[src/core/pic_defines.svh]
// Constants of the prioritized interrupt controller
`ifndef PIC_DEFINES_SVH
`define PIC_DEFINES_SVH

// Sources and latch positions, highest priority at the top bit
`define PIC_NSRC            6
`define PIC_IDX_EXT_HIGH    5
`define PIC_IDX_SERIAL      4
`define PIC_IDX_TIMER_ONE   3
`define PIC_IDX_TIMER_TWO   2
`define PIC_IDX_INTERVAL    1
`define PIC_IDX_EXT_LOW     0

// Enable mask layout
`define PIC_EIR_W           4
`define PIC_EIR_SERIAL      3
`define PIC_EIR_TIMER_ONE   2
`define PIC_EIR_TIMER_TWO   1
`define PIC_EIR_EXT_LOW     0

// Reset values
`define PIC_EIR_RST         4'h0
`define PIC_LATCH_RST       6'h00
`define PIC_MASTER_RST      1'h0

// Entry addresses: base plus step per priority rank
`define PIC_VEC_BASE        2
`define PIC_VEC_STEP        2
`define PIC_VEC_EXT_HIGH    12'h002
`define PIC_VEC_EXT_LOW     12'h00c

// Instruction cycle: states per cycle, clocks per state
`define PIC_STATES_PER_CYC  4
`define PIC_CLKS_PER_STATE  2
`define PIC_CLKS_PER_CYC    (`PIC_STATES_PER_CYC * `PIC_CLKS_PER_STATE)
`define PIC_DIV_W           3
`define PIC_DIV_LAST        3'h7
`define PIC_DIV_ZERO        3'h0

`endif

[src/core/pic_pkg.sv]
// Types of the prioritized interrupt controller
package pic_pkg;

  // Latch-clearing instruction variants
  typedef enum logic [1:0] {
    CLR_PLAIN,
    CLR_ENABLE,
    CLR_DISABLE
  } pic_clr_kind_t;

  // Latch-clearing instruction: a 0 in keep_mask clears that latch
  typedef struct packed {
    logic          valid;
    pic_clr_kind_t kind;
    logic [5:0]    keep_mask;
  } pic_clr_cmd_t;

  // Internal request pulses from the peripherals
  typedef struct packed {
    logic serial_done_irq;
    logic timer_one_overflow_irq;
    logic timer_two_overflow_irq;
    logic interval_tick_irq;
  } pic_int_req_t;

  // Acknowledge sequencer
  typedef enum logic [1:0] {
    ST_IDLE,
    ST_WAIT_TC,
    ST_ACK1,
    ST_ACK2
  } pic_state_t;

endpackage

[src/core/pic_ctrl.sv]
// Prioritized interrupt controller: latches, enables, acknowledge and return
`timescale 1ns/1ps
`include "pic_defines.svh"

// What this block does
// [RULE1] Six sources, each with its own request latch
// [RULE2] Fixed priority: high pin, serial, timers, interval, low
// [RULE3] Vectors 002h to 00Ch, highest priority first
// [RULE4] Master flag at 0 blocks every acceptance
// [RULE5] Four enable bits: serial, timer1, timer2, low pin
// [RULE6] Enable bit1 gates timer2 and interval together
// [RULE7] High pin needs only the master flag
// [RULE8] Enable mask swapped with accumulator, old returned
// [RULE9] Reset clears master flag, enables, all latches
// [RULE10] Latch stays until accepted, reset or cleared
// [RULE11] Clear mask zeros clear; variants set/clear master
// [RULE12] Instructions can never set a latch
// [RULE13] Acknowledge after instruction end, two instruction cycles
// [RULE14] Acknowledge pushes, vectors, sets status, clears flags
// [RULE15] Return pops stack and sets master flag
// [RULE16] Software saves accumulator and working registers itself
// [RULE17] External latches set on settled falling pin edge
// [RULE18] Pin levels held two instruction cycles each
// [RULE19] Instruction cycle is four states of two clocks
// [RULE20] Simultaneous request and clear leaves latch set
// [RULE21] Evaluate at boundaries, freeze winner at acknowledge start
module pic_ctrl
  import pic_pkg::*;
#(
  parameter int PC_W = 12
) (
  input  wire logic                   clock,                 // 100 MHz system clock
  input  wire logic                   rst,                   // Synchronous reset, active high
  input  wire logic                   ext_pin_high_prio_irq, // High priority pin, async
  input  wire logic                   ext_pin_low_prio_irq,  // Low priority pin, async
  input  wire pic_int_req_t           int_req,               // Internal request pulses
  input  wire logic                   inst_end,              // Core: instruction completes
  input  wire logic                   tc_busy,               // Core: timer processing pending
  input  wire pic_clr_cmd_t           clr_cmd,               // Latch-clearing instruction
  input  wire logic                   xch_strobe,            // Swap enable mask with acc
  input  wire logic [`PIC_EIR_W-1:0]  xch_data,              // Accumulator value to load
  input  wire logic                   return_from_irq,       // Return instruction strobe
  output logic      [`PIC_EIR_W-1:0]  xch_rd_data,           // Old mask to accumulator
  output logic      [`PIC_EIR_W-1:0]  source_enable_mask,    // Per-source enables
  output logic                        master_enable_flag,    // Master enable
  output logic      [`PIC_NSRC-1:0]   request_latch,         // Pending requests
  output logic                        ack_busy,              // Acknowledge in progress
  output logic                        stack_push,            // Save PC and flags
  output logic                        vector_load,           // Load vector into PC
  output logic      [PC_W-1:0]        vector_addr,           // Entry address
  output logic                        branch_status_set,     // Set status flag to 1
  output logic                        stack_pop,             // Restore PC and flags
  output logic                        ack_done               // Acknowledge finished
);

  // Highest set bit wins, bit order is priority order
  function automatic logic [`PIC_NSRC-1:0] pick_top(input logic [`PIC_NSRC-1:0] req);
    logic [`PIC_NSRC-1:0] hit;
    logic                 found;
    hit   = '0;
    found = 1'b0;
    for (int i = `PIC_NSRC - 1; i >= 0; i--)
    begin
      if (req[i] && !found)
      begin
        hit[i] = 1'b1;
        found  = 1'b1;
      end
    end
    return hit;
  endfunction

  // Entry address of a one-hot source
  function automatic logic [PC_W-1:0] vec_of(input logic [`PIC_NSRC-1:0] oh);
    logic [PC_W-1:0] vec;
    vec = '0;
    for (int i = 0; i < `PIC_NSRC; i++)
    begin
      if (oh[i])
      begin
        vec = PC_W'(`PIC_VEC_BASE + `PIC_VEC_STEP * (`PIC_NSRC - 1 - i));
      end
    end
    return vec;
  endfunction

  pic_state_t               state;
  pic_state_t               next_state;
  logic [`PIC_DIV_W-1:0]    div_cnt;
  logic [`PIC_NSRC-1:0]     win_q;
  logic [`PIC_NSRC-1:0]     next_latch;
  logic [1:0]               pin_fall;

  // External pins through the synchroniser
  pic_pin_sync #(
    .W (2)
  ) u_pin_sync (
    .clock  (clock),
    .rst    (rst),
    .pin_in ({ext_pin_high_prio_irq, ext_pin_low_prio_irq}),
    .fall   (pin_fall)
  );

  // Hardware set terms, one per latch
  wire [`PIC_NSRC-1:0] hw_set = {pin_fall[1],                      // RULE1
                                 int_req.serial_done_irq,
                                 int_req.timer_one_overflow_irq,
                                 int_req.timer_two_overflow_irq,
                                 int_req.interval_tick_irq,
                                 pin_fall[0]};

  // Per-source enables
  wire [`PIC_NSRC-1:0] src_en = {1'b1,                             // RULE7
                                 source_enable_mask[`PIC_EIR_SERIAL],   // RULE5
                                 source_enable_mask[`PIC_EIR_TIMER_ONE],
                                 source_enable_mask[`PIC_EIR_TIMER_TWO], // RULE6
                                 source_enable_mask[`PIC_EIR_TIMER_TWO],
                                 source_enable_mask[`PIC_EIR_EXT_LOW]};

  wire [`PIC_NSRC-1:0] eligible  = request_latch & src_en & {`PIC_NSRC{master_enable_flag}}; // RULE4
  wire                 req_go    = |eligible;
  wire [`PIC_NSRC-1:0] winner    = pick_top(eligible);             // RULE2
  wire [PC_W-1:0]      win_vec   = vec_of(winner);

  // Divider: one instruction cycle of eight clocks
  wire icyc_en = (div_cnt == `PIC_DIV_LAST);                       // RULE19

  // Acknowledge may start only at a boundary with no timer work
  wire at_boundary = (state == ST_IDLE && inst_end) || (state == ST_WAIT_TC);
  wire start_ack   = at_boundary && !tc_busy && req_go;            // RULE21 RULE13
  wire to_wait     = state == ST_IDLE && inst_end && tc_busy && req_go;

  // Latch clear sources
  wire [`PIC_NSRC-1:0] sw_clr  = clr_cmd.valid ? ~clr_cmd.keep_mask : '0;  // RULE11
  wire [`PIC_NSRC-1:0] ack_clr = start_ack ? winner : '0;          // RULE14

  // Set wins over any clear; nothing but hardware sets
  assign next_latch = (request_latch & ~(sw_clr | ack_clr)) | hw_set; // RULE20 RULE12 RULE10

  always_comb
  begin
    next_state = state;
    unique case (state)
      ST_IDLE:
      begin
        if (start_ack)
          next_state = ST_ACK1;
        else if (to_wait)
          next_state = ST_WAIT_TC;
      end
      ST_WAIT_TC:
      begin
        if (start_ack)
          next_state = ST_ACK1;
        else if (!req_go)
          next_state = ST_IDLE;
      end
      ST_ACK1:
      begin
        if (icyc_en)
          next_state = ST_ACK2;
      end
      ST_ACK2:
      begin
        if (icyc_en)
          next_state = ST_IDLE;
      end
    endcase
  end

  always_ff @(posedge clock)
  begin
    if (rst || start_ack)
      div_cnt <= `PIC_DIV_ZERO;
    else
      div_cnt <= div_cnt + 3'h1;
  end

  always_ff @(posedge clock)
  begin
    if (rst)
    begin
      state    <= ST_IDLE;
      ack_busy <= 1'b0;
    end
    else
    begin
      state    <= next_state;
      ack_busy <= next_state == ST_ACK1 || next_state == ST_ACK2;
    end
  end

  always_ff @(posedge clock)
  begin
    if (rst)
      request_latch <= `PIC_LATCH_RST;                             // RULE9
    else
      request_latch <= next_latch;
  end

  // Master flag: acknowledge clears, return sets, clear variants steer
  always_ff @(posedge clock)
  begin
    if (rst)
      master_enable_flag <= `PIC_MASTER_RST;                       // RULE9
    else if (start_ack)
      master_enable_flag <= 1'b0;                                  // RULE14
    else if (return_from_irq)
      master_enable_flag <= 1'b1;                                  // RULE15
    else if (clr_cmd.valid && clr_cmd.kind == CLR_ENABLE)
      master_enable_flag <= 1'b1;                                  // RULE11
    else if (clr_cmd.valid && clr_cmd.kind == CLR_DISABLE)
      master_enable_flag <= 1'b0;                                  // RULE11
  end

  // Exchange with the accumulator
  always_ff @(posedge clock)
  begin
    if (rst)
    begin
      source_enable_mask <= `PIC_EIR_RST;                          // RULE9
      xch_rd_data        <= `PIC_EIR_RST;
    end
    else if (xch_strobe)
    begin
      source_enable_mask <= xch_data;                              // RULE8
      xch_rd_data        <= source_enable_mask;                    // RULE8
    end
  end

  // Acknowledge and return strobes
  always_ff @(posedge clock)
  begin
    if (rst)
    begin
      win_q             <= '0;
      stack_push        <= 1'b0;
      vector_load       <= 1'b0;
      vector_addr       <= '0;
      branch_status_set <= 1'b0;
      stack_pop         <= 1'b0;
      ack_done          <= 1'b0;
    end
    else
    begin
      if (start_ack)
        win_q <= winner;                                           // RULE21
      stack_push        <= start_ack;                              // RULE14
      vector_load       <= state == ST_ACK1 && icyc_en;            // RULE14
      branch_status_set <= state == ST_ACK1 && icyc_en;            // RULE14
      if (state == ST_ACK1 && icyc_en)
        vector_addr <= vec_of(win_q);                              // RULE3
      ack_done  <= state == ST_ACK2 && icyc_en;                    // RULE13
      stack_pop <= return_from_irq;                                // RULE15
    end
  end

  // Checks
  AST_SET_WINS: assert property (@(posedge clock) disable iff (rst) // RULE20
    (|hw_set) |=> ((request_latch & $past(hw_set)) == $past(hw_set)))
    else $error("request latch lost a hardware set");

  AST_NO_SW_SET: assert property (@(posedge clock) disable iff (rst) // RULE12
    ##1 ((request_latch & ~$past(request_latch) & ~$past(hw_set)) == '0))
    else $error("request latch set without a hardware request");

  AST_MASTER_GATES: assert property (@(posedge clock) disable iff (rst) // RULE4
    stack_push |-> $past(master_enable_flag))
    else $error("acknowledge started with master flag clear");

  AST_ACK_LEN: assert property (@(posedge clock) disable iff (rst) // RULE13
    start_ack |=> (ack_busy && !ack_done)[*8] ##1 (ack_busy && vector_load) ##8 ack_done)
    else $error("acknowledge did not take two instruction cycles");

  AST_VECTOR: assert property (@(posedge clock) disable iff (rst) // RULE3
    start_ack |-> ##9 (vector_load && branch_status_set && vector_addr == $past(win_vec, 9)))
    else $error("wrong entry address after acknowledge");

  AST_HIGH_FIRST: assert property (@(posedge clock) disable iff (rst) // RULE7
    (start_ack && request_latch[`PIC_IDX_EXT_HIGH]) |-> ##9 (vector_addr == `PIC_VEC_EXT_HIGH))
    else $error("high priority pin not served first");

  AST_LOW_LAST: assert property (@(posedge clock) disable iff (rst) // RULE2
    (start_ack && eligible == (`PIC_NSRC'(1) << `PIC_IDX_EXT_LOW))
      |-> ##9 (vector_addr == `PIC_VEC_EXT_LOW))
    else $error("low priority pin vector wrong");

  AST_ACK_CLEARS: assert property (@(posedge clock) disable iff (rst) // RULE14
    (start_ack && !(|(hw_set & winner)))
      |=> (stack_push && !master_enable_flag && (request_latch & $past(winner)) == '0))
    else $error("acknowledge did not clear flag and latch");

  AST_RETURN: assert property (@(posedge clock) disable iff (rst) // RULE15
    (return_from_irq && !start_ack) |=> (master_enable_flag && stack_pop))
    else $error("return did not restore and enable");

  AST_XCH: assert property (@(posedge clock) disable iff (rst) // RULE8
    xch_strobe |=> (xch_rd_data == $past(source_enable_mask)
                    && source_enable_mask == $past(xch_data)))
    else $error("enable mask exchange wrong");

  AST_CLR_MASK: assert property (@(posedge clock) disable iff (rst) // RULE11
    (clr_cmd.valid && !start_ack && hw_set == '0)
      |=> (request_latch == ($past(request_latch) & $past(clr_cmd.keep_mask))))
    else $error("clear mask applied wrongly");

  AST_TIMER_WAIT: assert property (@(posedge clock) disable iff (rst) // RULE13
    stack_push |-> !$past(tc_busy))
    else $error("acknowledge started during timer processing");

  AST_RESET: assert property (@(posedge clock) // RULE9
    rst |=> (request_latch == '0 && !master_enable_flag && source_enable_mask == '0))
    else $error("reset did not clear controller state");

  AST_EN_GATE: assert property (@(posedge clock) disable iff (rst) // RULE5
    start_ack |-> !(winner[`PIC_IDX_SERIAL] && !source_enable_mask[`PIC_EIR_SERIAL])
                  && !(winner[`PIC_IDX_TIMER_ONE] && !source_enable_mask[`PIC_EIR_TIMER_ONE])
                  && !(winner[`PIC_IDX_EXT_LOW] && !source_enable_mask[`PIC_EIR_EXT_LOW]))
    else $error("disabled source accepted");

  AST_PAIR_GATE: assert property (@(posedge clock) disable iff (rst) // RULE6
    (start_ack && !source_enable_mask[`PIC_EIR_TIMER_TWO])
      |-> (!winner[`PIC_IDX_TIMER_TWO] && !winner[`PIC_IDX_INTERVAL]))
    else $error("shared enable bit did not gate both timer sources");

  AST_WIN_FROZEN: assert property (@(posedge clock) disable iff (rst) // RULE21
    (ack_busy && !stack_push) |-> $stable(win_q))
    else $error("winner changed during acknowledge");

  AST_VEC_HOLD: assert property (@(posedge clock) disable iff (rst) // RULE3
    !vector_load |-> $stable(vector_addr))
    else $error("entry address changed without a vector load");

  AST_CYCLE_LEN: assert property (@(posedge clock) disable iff (rst) // RULE19
    vector_load |-> $past(stack_push, 8))
    else $error("instruction cycle is not eight clocks");

  AST_POP: assert property (@(posedge clock) disable iff (rst) // RULE15
    stack_pop |-> $past(return_from_irq))
    else $error("stack restore without a return");

  AST_PIN_LOW: assert property (@(posedge clock) disable iff (rst) // RULE17
    pin_fall[0] |=> request_latch[`PIC_IDX_EXT_LOW])
    else $error("low priority pin edge not latched");

endmodule

[src/core/pic_pin_sync.sv]
// Pin synchroniser with falling-edge detection
`timescale 1ns/1ps
`include "pic_defines.svh"

module pic_pin_sync #(
  parameter int W = 2
) (
  input  wire logic         clock,  // System clock
  input  wire logic         rst,    // Synchronous reset, active high
  input  wire logic [W-1:0] pin_in, // Asynchronous pin levels
  output logic      [W-1:0] fall    // One-cycle pulse per settled falling edge
);

  logic [W-1:0] stage1;
  logic [W-1:0] stage2;
  logic [W-1:0] stage3;
  logic [W-1:0] level;
  wire  [W-1:0] settled = ~(stage2 ^ stage3);

  always_ff @(posedge clock)
  begin
    if (rst)
    begin
      stage1 <= '1;
      stage2 <= '1;
      stage3 <= '1;
      level  <= '1;
    end
    else
    begin
      stage1 <= pin_in;
      stage2 <= stage1;
      stage3 <= stage2;
      level  <= (level & ~settled) | (stage3 & settled);
    end
  end

  // Settled low after a settled high
  assign fall = level & settled & ~stage3; // RULE17

endmodule

[config.mk]
export PLATFORM = sky130hd
export DESIGN_NAME = pic_ctrl
export DESIGN_NICKNAME = d
export VERILOG_FILES = /design/src/core/pic_pkg.sv /design/src/core/pic_ctrl.sv /design/src/core/pic_pin_sync.sv
export VERILOG_INCLUDE_DIRS = /design/src /design/src/core
export SDC_FILE = /design/constraint.sdc
export NUM_CORES = 1
export LEC_CHECK = 0
export BUFFER_PORTS_ARGS = -buffer_cell sky130_fd_sc_hd__buf_2
export CAP_MARGIN = 10
export CORE_ASPECT_RATIO = 0.6
export CORE_UTILIZATION = 46
export CTS_BUF_LIST = sky130_fd_sc_hd__clkbuf_4
export CTS_CLUSTER_DIAMETER = 30
export DETAILED_ROUTE_END_ITERATION = 16
export PLACE_DENSITY = 0.78
export SYNTH_ARGS = -nofsm -noshare
export SYNTH_HDL_FRONTEND = slang
export SYNTH_HIERARCHICAL = 1
export SYNTH_SLANG_ARGS = --single-unit
[constraint.sdc]
create_clock -name clock -period 1.4 [get_ports clock]
set_clock_uncertainty 0.1 [all_clocks]
set_input_delay 0.28 -clock clock [delete_from_list [all_inputs] [get_ports clock]]
set_output_delay 0.28 -clock clock [all_outputs]
set_load 0.02 [all_outputs]
==> metrics, run 1 <==
DR vias=1,514; Avg Inst Size Synth=9.62 µm²; DP HPWL=2.90 mm; layout cell share with drive strength beyond 1=45.2%; maximum clock rate=639 MHz; CTS tree=built; Flop pwr share=57.9%; Die Ht=49.0 µm; Crit path largest cell delay=390 ps; Slew Limit Fails=0; Antenna diodes=0; first-pass GRT wire length=6.24 mm; # DRC=0; total congestion overflow=0; Total Nets Final=277; Area Growth Syn to Fin=39.6%; CP max FO=5; Worst setup EP type=flip-flop; initial antenna violation count=0; Final Util=69.9%; IO Count=58; FF+latch count, synth=41; sw power=571 µW; commonest cells after routing, fill and taps aside=buf_2 (41), dfxtp_1 (26), buf_4 (22); Clock transition at path regs=110 ps; H-tree levels=2; vias per cell=5.13; pre-CTS setup slack=-106 ps; synthesized area=0.00169 mm²; DRT antenna net count=0; R2R depth=5; ranking of synthesized cells by area=dfxtp_1 (48%), mux2i_1 (5.3%), buf_4 (4.4%); drt pass-1 iters=4; dominant synthesized flop cell=dfxtp_1; Crit path arrival time=1760 ps; Yosys top cell area share=48.5%; initial DRC count=58; Tcrit/Tclk final=112%; GRT Total Usage=21.2%; starting density of the core=50.0%; Peak VDD IR=568 µV; failing checks=negative setup slack; Synth Warn #=6; Hold Path Class=input port to flip-flop; max-cap viol count=0; Setup WS post-layout=-166 ps; Die W=80.3 µm; CP bufs+invs=1; Die ar.=0.00393 mm²; Synth area leader=dfxtp_1; CP Depth=5; Sw Ratio=26.7%; drt total wl=3.98 mm; hold path cells=2; latest clock arrival within the worst-skew pair=340 ps; status=finished with violations; Routed WL per cell=13.5 µm; combinational share of power=15.9%; Yosys cell types=44; ys async rst share=0%; Hold Vio Cnt, Final=0; power share of the clock group=26.2%; CP top delay family=compound AO/OA/AOI/OAI gates; Pwr Density=904 mW/mm²; WP data required=1590 ps; CP Cell Sequence=a221oi_4, buf_4, a2111oi_4, o32ai_2, and2_1; Tot Pwr=2.14 mW; RSZ-0062 raised after global routing=yes; number of clock sinks=41; Final Critical Period=1570 ps; Syn Inst Count=176; RePlAce Congestion=0.786; slowest CP cell=a221oi_4; # port buffers=48; Longest Clk Path Bufs=2; core area=0.00338 mm²; # setup viols final=15; TritonCTS Buffers=5; Seq/Total Area, Yosys=48.5%; Leak=1.06 nW; FP Rows=16; vias in the first global route=1,329; Crit Path Class=flip-flop to flip-flop; Worst setup SP type=flip-flop; CTS root buf=clkbuf_4; fillers=273; most common cell after layout, fill and taps aside=buf_2; number of enable flip-flop cells after synthesis=0; largest net degree at the start of global routing=15; Pint=1.57 mW
==> worst paths after layout <==
path	startpoint	to	slack, ps
min reg2reg	u_pin_sync/stage1[0]	u_pin_sync/stage2[0]	320
max reg2reg	source_enable_mask[3]	win_q[3]	-170
max	source_enable_mask[3]	win_q[3]	-170
min	ext_pin_low_prio_irq	u_pin_sync/stage1[0]	8
==> synthesized netlist by cell type, types with 3 or more instances <==
cell type,count
dfxtp_1,41
nor2_1,19
a21oi_1,12
buf_4,10
mux2i_1,9
inv_1,8
nand2_1,7
or2_1,6
and2_1,5
nor3_1,4
o21ai_0,4
clkbuf_1,3
nand2b_1,3
or3_1,3
==> stage by stage <==
| stage | instance area, µm² | cells | hold WS, ps | setup TNS [ps] |
|---|---|---|---|---|
| floorplan | 1760 | 184 | 277 | -164 |
| global placement | 2100 | 281 | 285 | -103 |
| detailed placement | 2100 | 281 | 295 | -920 |
| CTS | 2190 | 289 | 2.45 | -392 |
| global route | 2360 | 295 | 0.445 | -2660 |
| finish | 2360 | 295 | 8.48 | -1300 |
==> metal layers <==
layer | share of wire [%] | vias to the layer above | GRT usage (%) | wire (µm)
met3 | 8.1 | 3 | 6.73 | 324
met1 | 49 | 701 | 31.0 | 1960
li1 | - | 747 | - | -
met2 | 42 | 63 | 29.9 | 1670
met4 | 0.53 | 0 | 5.36 | 21
met5 | 0 | - | 0 | 0
==> power by group through the flow <==
stage | Clock (mW) | Combinational, mW | Sequential, mW
detailed placement | 0 | 0.279 | 1.26
finish | 0.559 | 0.340 | 1.24
floorplan | 0 | 0.143 | 1.30
global route | 0.644 | 0.368 | 1.24
global placement | 0 | 0.275 | 1.26
CTS | 0.573 | 0.287 | 1.24
==> layout make-up <==
| class | instances | area [µm²] | area share, % |
|---|---|---|---|
| clock buffer | 6 | 45.0 | 1.91 |
| clock inverter | 1 | 3.75 | 0.159 |
| inverter | 8 | 30.0 | 1.27 |
| multi-input combinational | 121 | 897 | 38.0 |
| sequential | 41 | 850 | 35.9 |
| tap | 45 | 56.3 | 2.38 |
| timing repair buffer | 73 | 482 | 20.4 |
==> kinds of logic after synthesis <==
logic type               count (synthesis)  share of synthesized area (%)
other                                    1                          0.222
multiplexers                             9                           5.32
AO/OA/AOI/OAI                           38                           17.0
XOR/XNOR                                 1                          0.517
flip-flops                              41                           48.5
AND/OR/NAND/NOR                         62                           19.9
adder cells (fa/ha/maj)                  2                           1.48
buffers and inverters                   22                           7.10
==> what timing repair did <==
item	CTS	global route
hold endpoints to repair	0	1
hold buffers	0	1
pin swaps	5	10
buffers inserted	1	5
resized for setup	10	33
endpoints found under the setup margin	19	26
==> state kept, by name (all words and copies together) (netlist names), named ones only <==
name and cells:
ack_busy 1, ack_done 1, branch_status_set 1, div_cnt 3, master_enable_flag 1, request_latch 6, source_enable_mask 4, stack_pop 1
stack_push 1, state 1, u_pin_sync/stage1 2, u_pin_sync/stage2 2, u_pin_sync/stage3 2, vector_addr 3, win_q 6, xch_rd_data 4
Power figures use the tool's default switching activity.
==> run 2: changes to the inputs <==
--- a/config.mk
+++ b/config.mk
@@ -14,6 +14,7 @@
 export CTS_CLUSTER_DIAMETER = 30
 export DETAILED_ROUTE_END_ITERATION = 16
 export PLACE_DENSITY = 0.78
+export RECOVER_POWER = 25
 export SYNTH_ARGS = -nofsm -noshare
 export SYNTH_HDL_FRONTEND = slang
 export SYNTH_HIERARCHICAL = 1
==> run 2 against run 1 <==
- the flow still finishes with violations (negative setup slack)
- global-route usage stayed put
- combinational power hardly changed
- via count is 0.33% lower
- final cell count stayed put
- utilization is 0.11 points lower
- clock power hardly changed
- sequential cell count stayed put
- largest power group unchanged
==> metrics, run 2 (synthesized netlist as in run 1, its figures left out) <==
status=finished with violations; failing checks=negative setup slack; Sw Ratio=26.8% (+0.077 points); slew of the pin with the lowest slew margin=516 ps; Longest Clk Path Bufs=2 (unchanged); gr busiest metal=met1; Antenna diodes=0 (unchanged); CTS tree=built; drt total wl=3.99 mm (+0.28%); Area Growth Syn to Fin=39.4%; # setup viols final=14 (-1); initial antenna violation count=0 (unchanged); Worst slew margin=65.6%; Die Ht=49.0 µm (unchanged); maximum clock rate=637 MHz (-0.18%); layout cell share with drive strength beyond 1=44.8% (-0.40 points); Crit path arrival time=1760 ps (about the same); Flop pwr share=57.9% (about the same); Clock transition at path regs=110 ps (about the same); DRT antenna net count=0 (unchanged); met1 Usage GRT=31.0% (unchanged); commonest cells after routing, fill and taps aside=buf_2 (41), dfxtp_1 (26), buf_4 (21); Routed WL per cell=13.5 µm (+0.28%); WP data required=1590 ps (about the same); TritonCTS Buffers=5 (unchanged); RSZ-0062 raised after global routing=yes; # port buffers=48 (unchanged); H-tree levels=2 (unchanged); vias per cell=5.12 (-0.33%); CP max FO=5 (unchanged); fillers=273 (unchanged); number of clock sinks=41 (unchanged); Crit Path Class=flip-flop to flip-flop; Pwr Density=906 mW/mm² (+0.18%); R2R depth=5 (unchanged); Leak=1.05 nW (-0.34%); FP Rows=16 (unchanged); GRT Total Usage=21.2% (unchanged); hold slack=8.39 ps (-0.0955 ps); # DRC=0 (unchanged); combinational share of power=15.9% (about the same); first-pass GRT wire length=6.24 mm (unchanged); largest net degree at the start of global routing=15 (unchanged); latest clock arrival within the worst-skew pair=340 ps (about the same); DP HPWL=2.90 mm (unchanged); drt pass-1 iters=4 (unchanged); Tot Pwr=2.14 mW (about the same); Hold Vio Cnt, Final=0 (unchanged); Peak VDD IR=569 µV (about the same); Die W=80.3 µm (unchanged); Tcrit/Tclk final=112% (+0.21 points); max-cap viol count=0 (unchanged); CTS root buf=clkbuf_4; M2 GR Usage=29.9% (unchanged); Hold Path Class=input port to flip-flop; Die ar.=0.00393 mm² (unchanged); Top Registers=request_latch x6, win_q x6; vias in the first global route=1,329 (unchanged); routing usage on met3=6.73% (unchanged); starting density of the core=50.0% (unchanged); DR vias=1,509 (-0.33%); Worst setup SP type=flip-flop; core area=0.00338 mm² (unchanged); Worst setup EP type=flip-flop; Final Critical Period=1570 ps (+2.88 ps); RePlAce Congestion=0.786 (unchanged); Setup WS post-layout=-169 ps (-2.88 ps); IO Count=58 (unchanged); Slew Limit Fails=0 (unchanged); Total Nets Final=277 (unchanged); sw power=573 µW (+0.31%); Pint=1.56 mW (about the same); power share of the clock group=26.2% (about the same); most common cell after layout, fill and taps aside=buf_2; total congestion overflow=0 (unchanged); initial DRC count=58 (unchanged); hold path cells=2 (unchanged)
## run 2: final cells by class
cell class	instances	area [µm²]	share of cell area [%]
Clock buffer	6	45.0	1.91
Sequential cell	41	850	36.0
Multi-Input combinational cell	121	897	38.0
Inverter	8	30.0	1.27
Tap cell	45	56.3	2.39
Clock inverter	1	3.75	0.159
Timing Repair Buffer	73	478	20.3
## run 2: power by group through the flow
stage               sequential [mW]  clock (mW)  combinational [mW]
detailed placement             1.26           0               0.279
finish                         1.24       0.561               0.339
floorplan                      1.30           0               0.143
global placement               1.26           0               0.275
CTS                            1.24       0.573               0.287
global route                   1.24       0.644               0.367
## run 2: critical path, cell delays in order, from the launching register on
cell and delay [ps]:
dfxtp_4 370, a221oi_4 400, buf_4 190, a2111oi_4 70
o32ai_2 250, and2_1 150
## run 2: per-layer routing
layer,routed length (µm),up-vias
li1,-,747
met1,1990,701
met2,1690,58
met3,286,3
met4,21,0
met5,0,-
## run 2: timing repair
| action | 4_1_cts | 5_1_grt |
|---|---|---|
| hold buffers | 0 | 1 |
| setup buffers | 1 | 5 |
| gates resized for setup | 10 | 33 |
| pin swaps | 5 | 10 |
| endpoints found under the setup margin | 19 | 26 |
| endpoints found under the hold margin | 0 | 1 |
## run 2: worst paths after layout
kind | to | slack [ps] | from
max | win_q[3] | -170 | source_enable_mask[3]
min | u_pin_sync/stage1[0] | 8 | ext_pin_low_prio_irq
max reg2reg | win_q[3] | -170 | source_enable_mask[3]
min reg2reg | u_pin_sync/stage2[0] | 320 | u_pin_sync/stage1[0]
## run 2: through the flow
| step | instance area, µm² | worst slack (ps) | utilization (%) | TNS [ps] | instances |
|---|---|---|---|---|---|
| final | 2360 | -169 | 69.7 | -1370 | 295 |
| after global routing | 2360 | -245 | 69.7 | -2660 | 295 |
| after CTS | 2190 | -56.6 | 64.6 | -392 | 289 |
| after detailed placement | 2100 | -106 | 62.1 | -920 | 281 |
| after global placement | 2100 | -26.0 | 62.1 | -103 | 281 |
| after floorplan | 1760 | -60.1 | - | -164 | 184 |
==> run 3: changes to the inputs <==
--- a/config.mk
+++ b/config.mk
@@ -13,9 +13,9 @@
 export CTS_BUF_LIST = sky130_fd_sc_hd__clkbuf_4
 export CTS_CLUSTER_DIAMETER = 30
 export DETAILED_ROUTE_END_ITERATION = 16
-export PLACE_DENSITY = 0.78
+export PLACE_DENSITY = 0.79
 export RECOVER_POWER = 25
+export SLEW_MARGIN = 0
 export SYNTH_ARGS = -nofsm -noshare
 export SYNTH_HDL_FRONTEND = slang
-export SYNTH_HIERARCHICAL = 1
 export SYNTH_SLANG_ARGS = --single-unit
==> run 3 against run 2 <==
- the run still ends with negative setup slack left
- hold slack better by 31 ps
- count of clock-buffer cells in the layout is 1 lower
- fmax rose by 5.6%
- critical path depth shrank 1
- combinational power grew 2%
- design area shrank 2.3%
- sequential cell count stayed put
- synthesized area fell by 3.5%
==> metrics, run 3 <==
ranking of synthesized cells by area=dfxtp_1 (50%), mux2i_1 (5.5%), buf_4 (4.6%); Worst setup EP type=flip-flop; initial antenna violation count=0 (unchanged); Die ar.=0.00380 mm² (-3.4%); R2R depth=4 (-1); dominant synthesized flop cell=dfxtp_1; vias in the first global route=1,254 (-5.6%); Final Critical Period=1490 ps (-82.7 ps); first-pass GRT wire length=5.55 mm (-11%); most common cell after layout, fill and taps aside=buf_2; Hold Path Class=input port to flip-flop; ys async rst share=0% (unchanged); Crit path arrival time=1620 ps (-140 ps); Yosys top cell area share=50.3% (+1.8 points); drt pass-1 iters=4 (unchanged); Slew Limit Fails=0 (unchanged); Longest Clk Path Bufs=2 (unchanged); H-tree levels=2 (unchanged); hold slack=39.3 ps (+30.9 ps); WP data required=1540 ps (-50 ps); largest net degree at the start of global routing=15 (unchanged); vias per cell=4.87 (-4.7%); Avg Inst Size Synth=9.55 µm² (-0.73%); Setup WS post-layout=-86.3 ps (+82.7 ps); drt total wl=3.75 mm (-6.0%); TritonCTS Buffers=5 (unchanged); combinational share of power=15.0% (-0.9 points); layout cell share with drive strength beyond 1=46.3% (+1.5 points); Total Nets Final=273 (-1.4%); Pwr Density=1000 mW/mm² (+10%); synthesized area=0.00163 mm² (-3.5%); Pint=1.73 mW (+11%); r2r endpoint=request_latch[5]; DR vias=1,418 (-6.0%); failing checks=negative setup slack; hold_sp=int_req[0]; Seq/Total Area, Yosys=50.3% (+1.8 points); CP max FO=5 (unchanged); hold path cells=3 (+1); latest clock arrival within the worst-skew pair=340 ps (about the same); sw power=574 µW (+0.18%); GRT Total Usage=20.2% (-0.97 points); # port buffers=48 (unchanged); Sw Ratio=24.9% (-1.9 points); IO Count=58 (unchanged); core area=0.00332 mm² (-1.8%); RePlAce Congestion=0.826 (+5.1%); Area Growth Syn to Fin=41.1%; Tcrit/Tclk final=106% (-5.9 points); status=finished with violations; CTS root buf=clkbuf_4; CTS tree=built; top cells by count, synth=dfxtp_1 (41), nor2_1 (20), nand2_1 (11), a21oi_1 (10), buf_4 (10); DP HPWL=2.63 mm (-9.2%); Synth area leader=dfxtp_1; worst r2r src=ack_busy; Synth Warn #=0 (-6); number of clock sinks=41 (unchanged); initial DRC count=89 (+53%); Antenna diodes=0 (unchanged); Syn Inst Count=171 (-2.8%); count leader, synth=dfxtp_1; Routed WL per cell=12.9 µm (-4.7%); power share of the clock group=31.3% (+5.1 points); Worst setup SP type=flip-flop; starting density of the core=49.1% (-0.90 points); WHS Endpoint=request_latch[1]; Flop pwr share=53.7% (-4.2 points); Tot Pwr=2.30 mW (+7.8%); max-cap viol count=0 (unchanged); total congestion overflow=0 (unchanged); Top Registers=request_latch x6, win_q x6; R2R setup slack=-90 ps (+80 ps); Leak=1.08 nW (+2.3%); maximum clock rate=673 MHz (+5.6%); FF+latch count, synth=41 (unchanged); Yosys cell types=39 (-11%); Die Ht=48.2 µm (-1.7%); DRT antenna net count=0 (unchanged); number of enable flip-flop cells after synthesis=0 (unchanged); FP Rows=16 (unchanged); Crit Path Class=flip-flop to flip-flop; Peak VDD IR=613 µV (+7.8%); # setup viols final=11 (-3); RSZ-0062 raised after global routing=yes; Die W=78.9 µm (-1.7%); # DRC=0 (unchanged); commonest cells after routing, fill and taps aside=buf_2 (42), dfxtp_1 (32), buf_4 (26); Clock transition at path regs=110 ps (about the same); Hold Vio Cnt, Final=0 (unchanged)
==> run 3: changes by cell type in the layout (fill, tap and decap cells not counted), moves of 3 or more <==
cell     change
or2_2        +6
and2_1       -3
inv_1        -4
o21ai_0      +3
buf_6        -5
dfxtp_1      +6
buf_4        +5
or2_1        -6
dfxtp_2      -3
nand2_1      +5
dfxtp_4      -3
==> run 3: worst max-delay path, stage by stage, from the launching register on <==
cell,delay (ps)
dfxtp_4,360
nand2b_4,170
nor3_4,370
a21oi_4,140
a31o_2,250
==> run 3: final cells by class <==
class                           count  area (µm²)
Fill cell                         260        1020
Multi-Input combinational cell    120         856
Sequential cell                    41         835
Timing Repair Buffer               74         470
Tap cell                           45        56.3
Clock buffer                        5        37.5
Clock inverter                      2        35.0
Inverter                            4        15.0
==> run 3: how the worst max path moves through the flow <==
stage	start	endpoint	slack, ps	cells past startpoint
5_1_grt	ack_busy	request_latch[5]	-140	4
3_3_place_gp	request_latch[4]	request_latch[2]	-30	5
2_1_floorplan	ack_busy	request_latch[0]	-50	4
6_report	ack_busy	request_latch[5]	-90	4
4_1_cts	ack_busy	request_latch[0]	-80	4
3_5_place_dp	request_latch[4]	request_latch[2]	-70	5
==> run 3: cell families (layout without fill, tap and decap cells) <==
| family | after synthesis | count (layout) | share of synthesized area (%) |
|---|---|---|---|
| compound gates | 35 | 36 | 14.1 |
| xor+xnor | 1 | 1 | 0.536 |
| fa+ha+maj | 2 | 2 | 1.53 |
| buf+inv | 19 | 85 | 6.67 |
| flops | 41 | 41 | 50.3 |
| mux | 9 | 9 | 5.52 |
| other cells | 1 | 9 | 0.230 |
| simple gates | 63 | 63 | 21.1 |
==> run 3: power groups by stage <==
stage	combinational (mW)	sequential, mW	clock (mW)
finish	0.347	1.24	0.720
global route	0.380	1.24	0.790
CTS	0.328	1.23	0.742
detailed placement	0.298	1.25	0
global placement	0.296	1.25	0
floorplan	0.149	1.29	0
==> run 3: repair_timing <==
action,4_1_cts,5_1_grt
gates cloned,1,0
hold buffers,1,1
pin swaps,10,12
resized for setup,14,21
setup buffers,2,0
endpoints found under the setup margin,18,30
hold endpoints to repair,1,1
==> run 3: metal layers <==
layer / wire (µm) / share of wire (%) / global-route usage [%] / vias up
met3: 200 / 5.3 / 5.98 / 2
li1: - / - / - / 727
met1: 1890 / 50 / 27.6 / 652
met2: 1640 / 44 / 31.5 / 37
met4: 18 / 0.48 / 6.91 / 0
met5: 0 / 0 / 0 / -
==> run 3: metrics by stage <==
stage / area (µm²) / setup WS [ps] / std cells / setup TNS, ps / util [%]
after detailed placement: 2060 / -71.8 / 279 / -524 / 62.1
after global placement: 2060 / -34.5 / 279 / -114 / 62.1
after global routing: 2300 / -140 / 291 / -1980 / 69.4
after CTS: 2230 / -77.7 / 290 / -310 / 67.0
after floorplan: 1700 / -50.5 / 179 / -154 / -
final: 2300 / -86.3 / 291 / -508 / 69.4
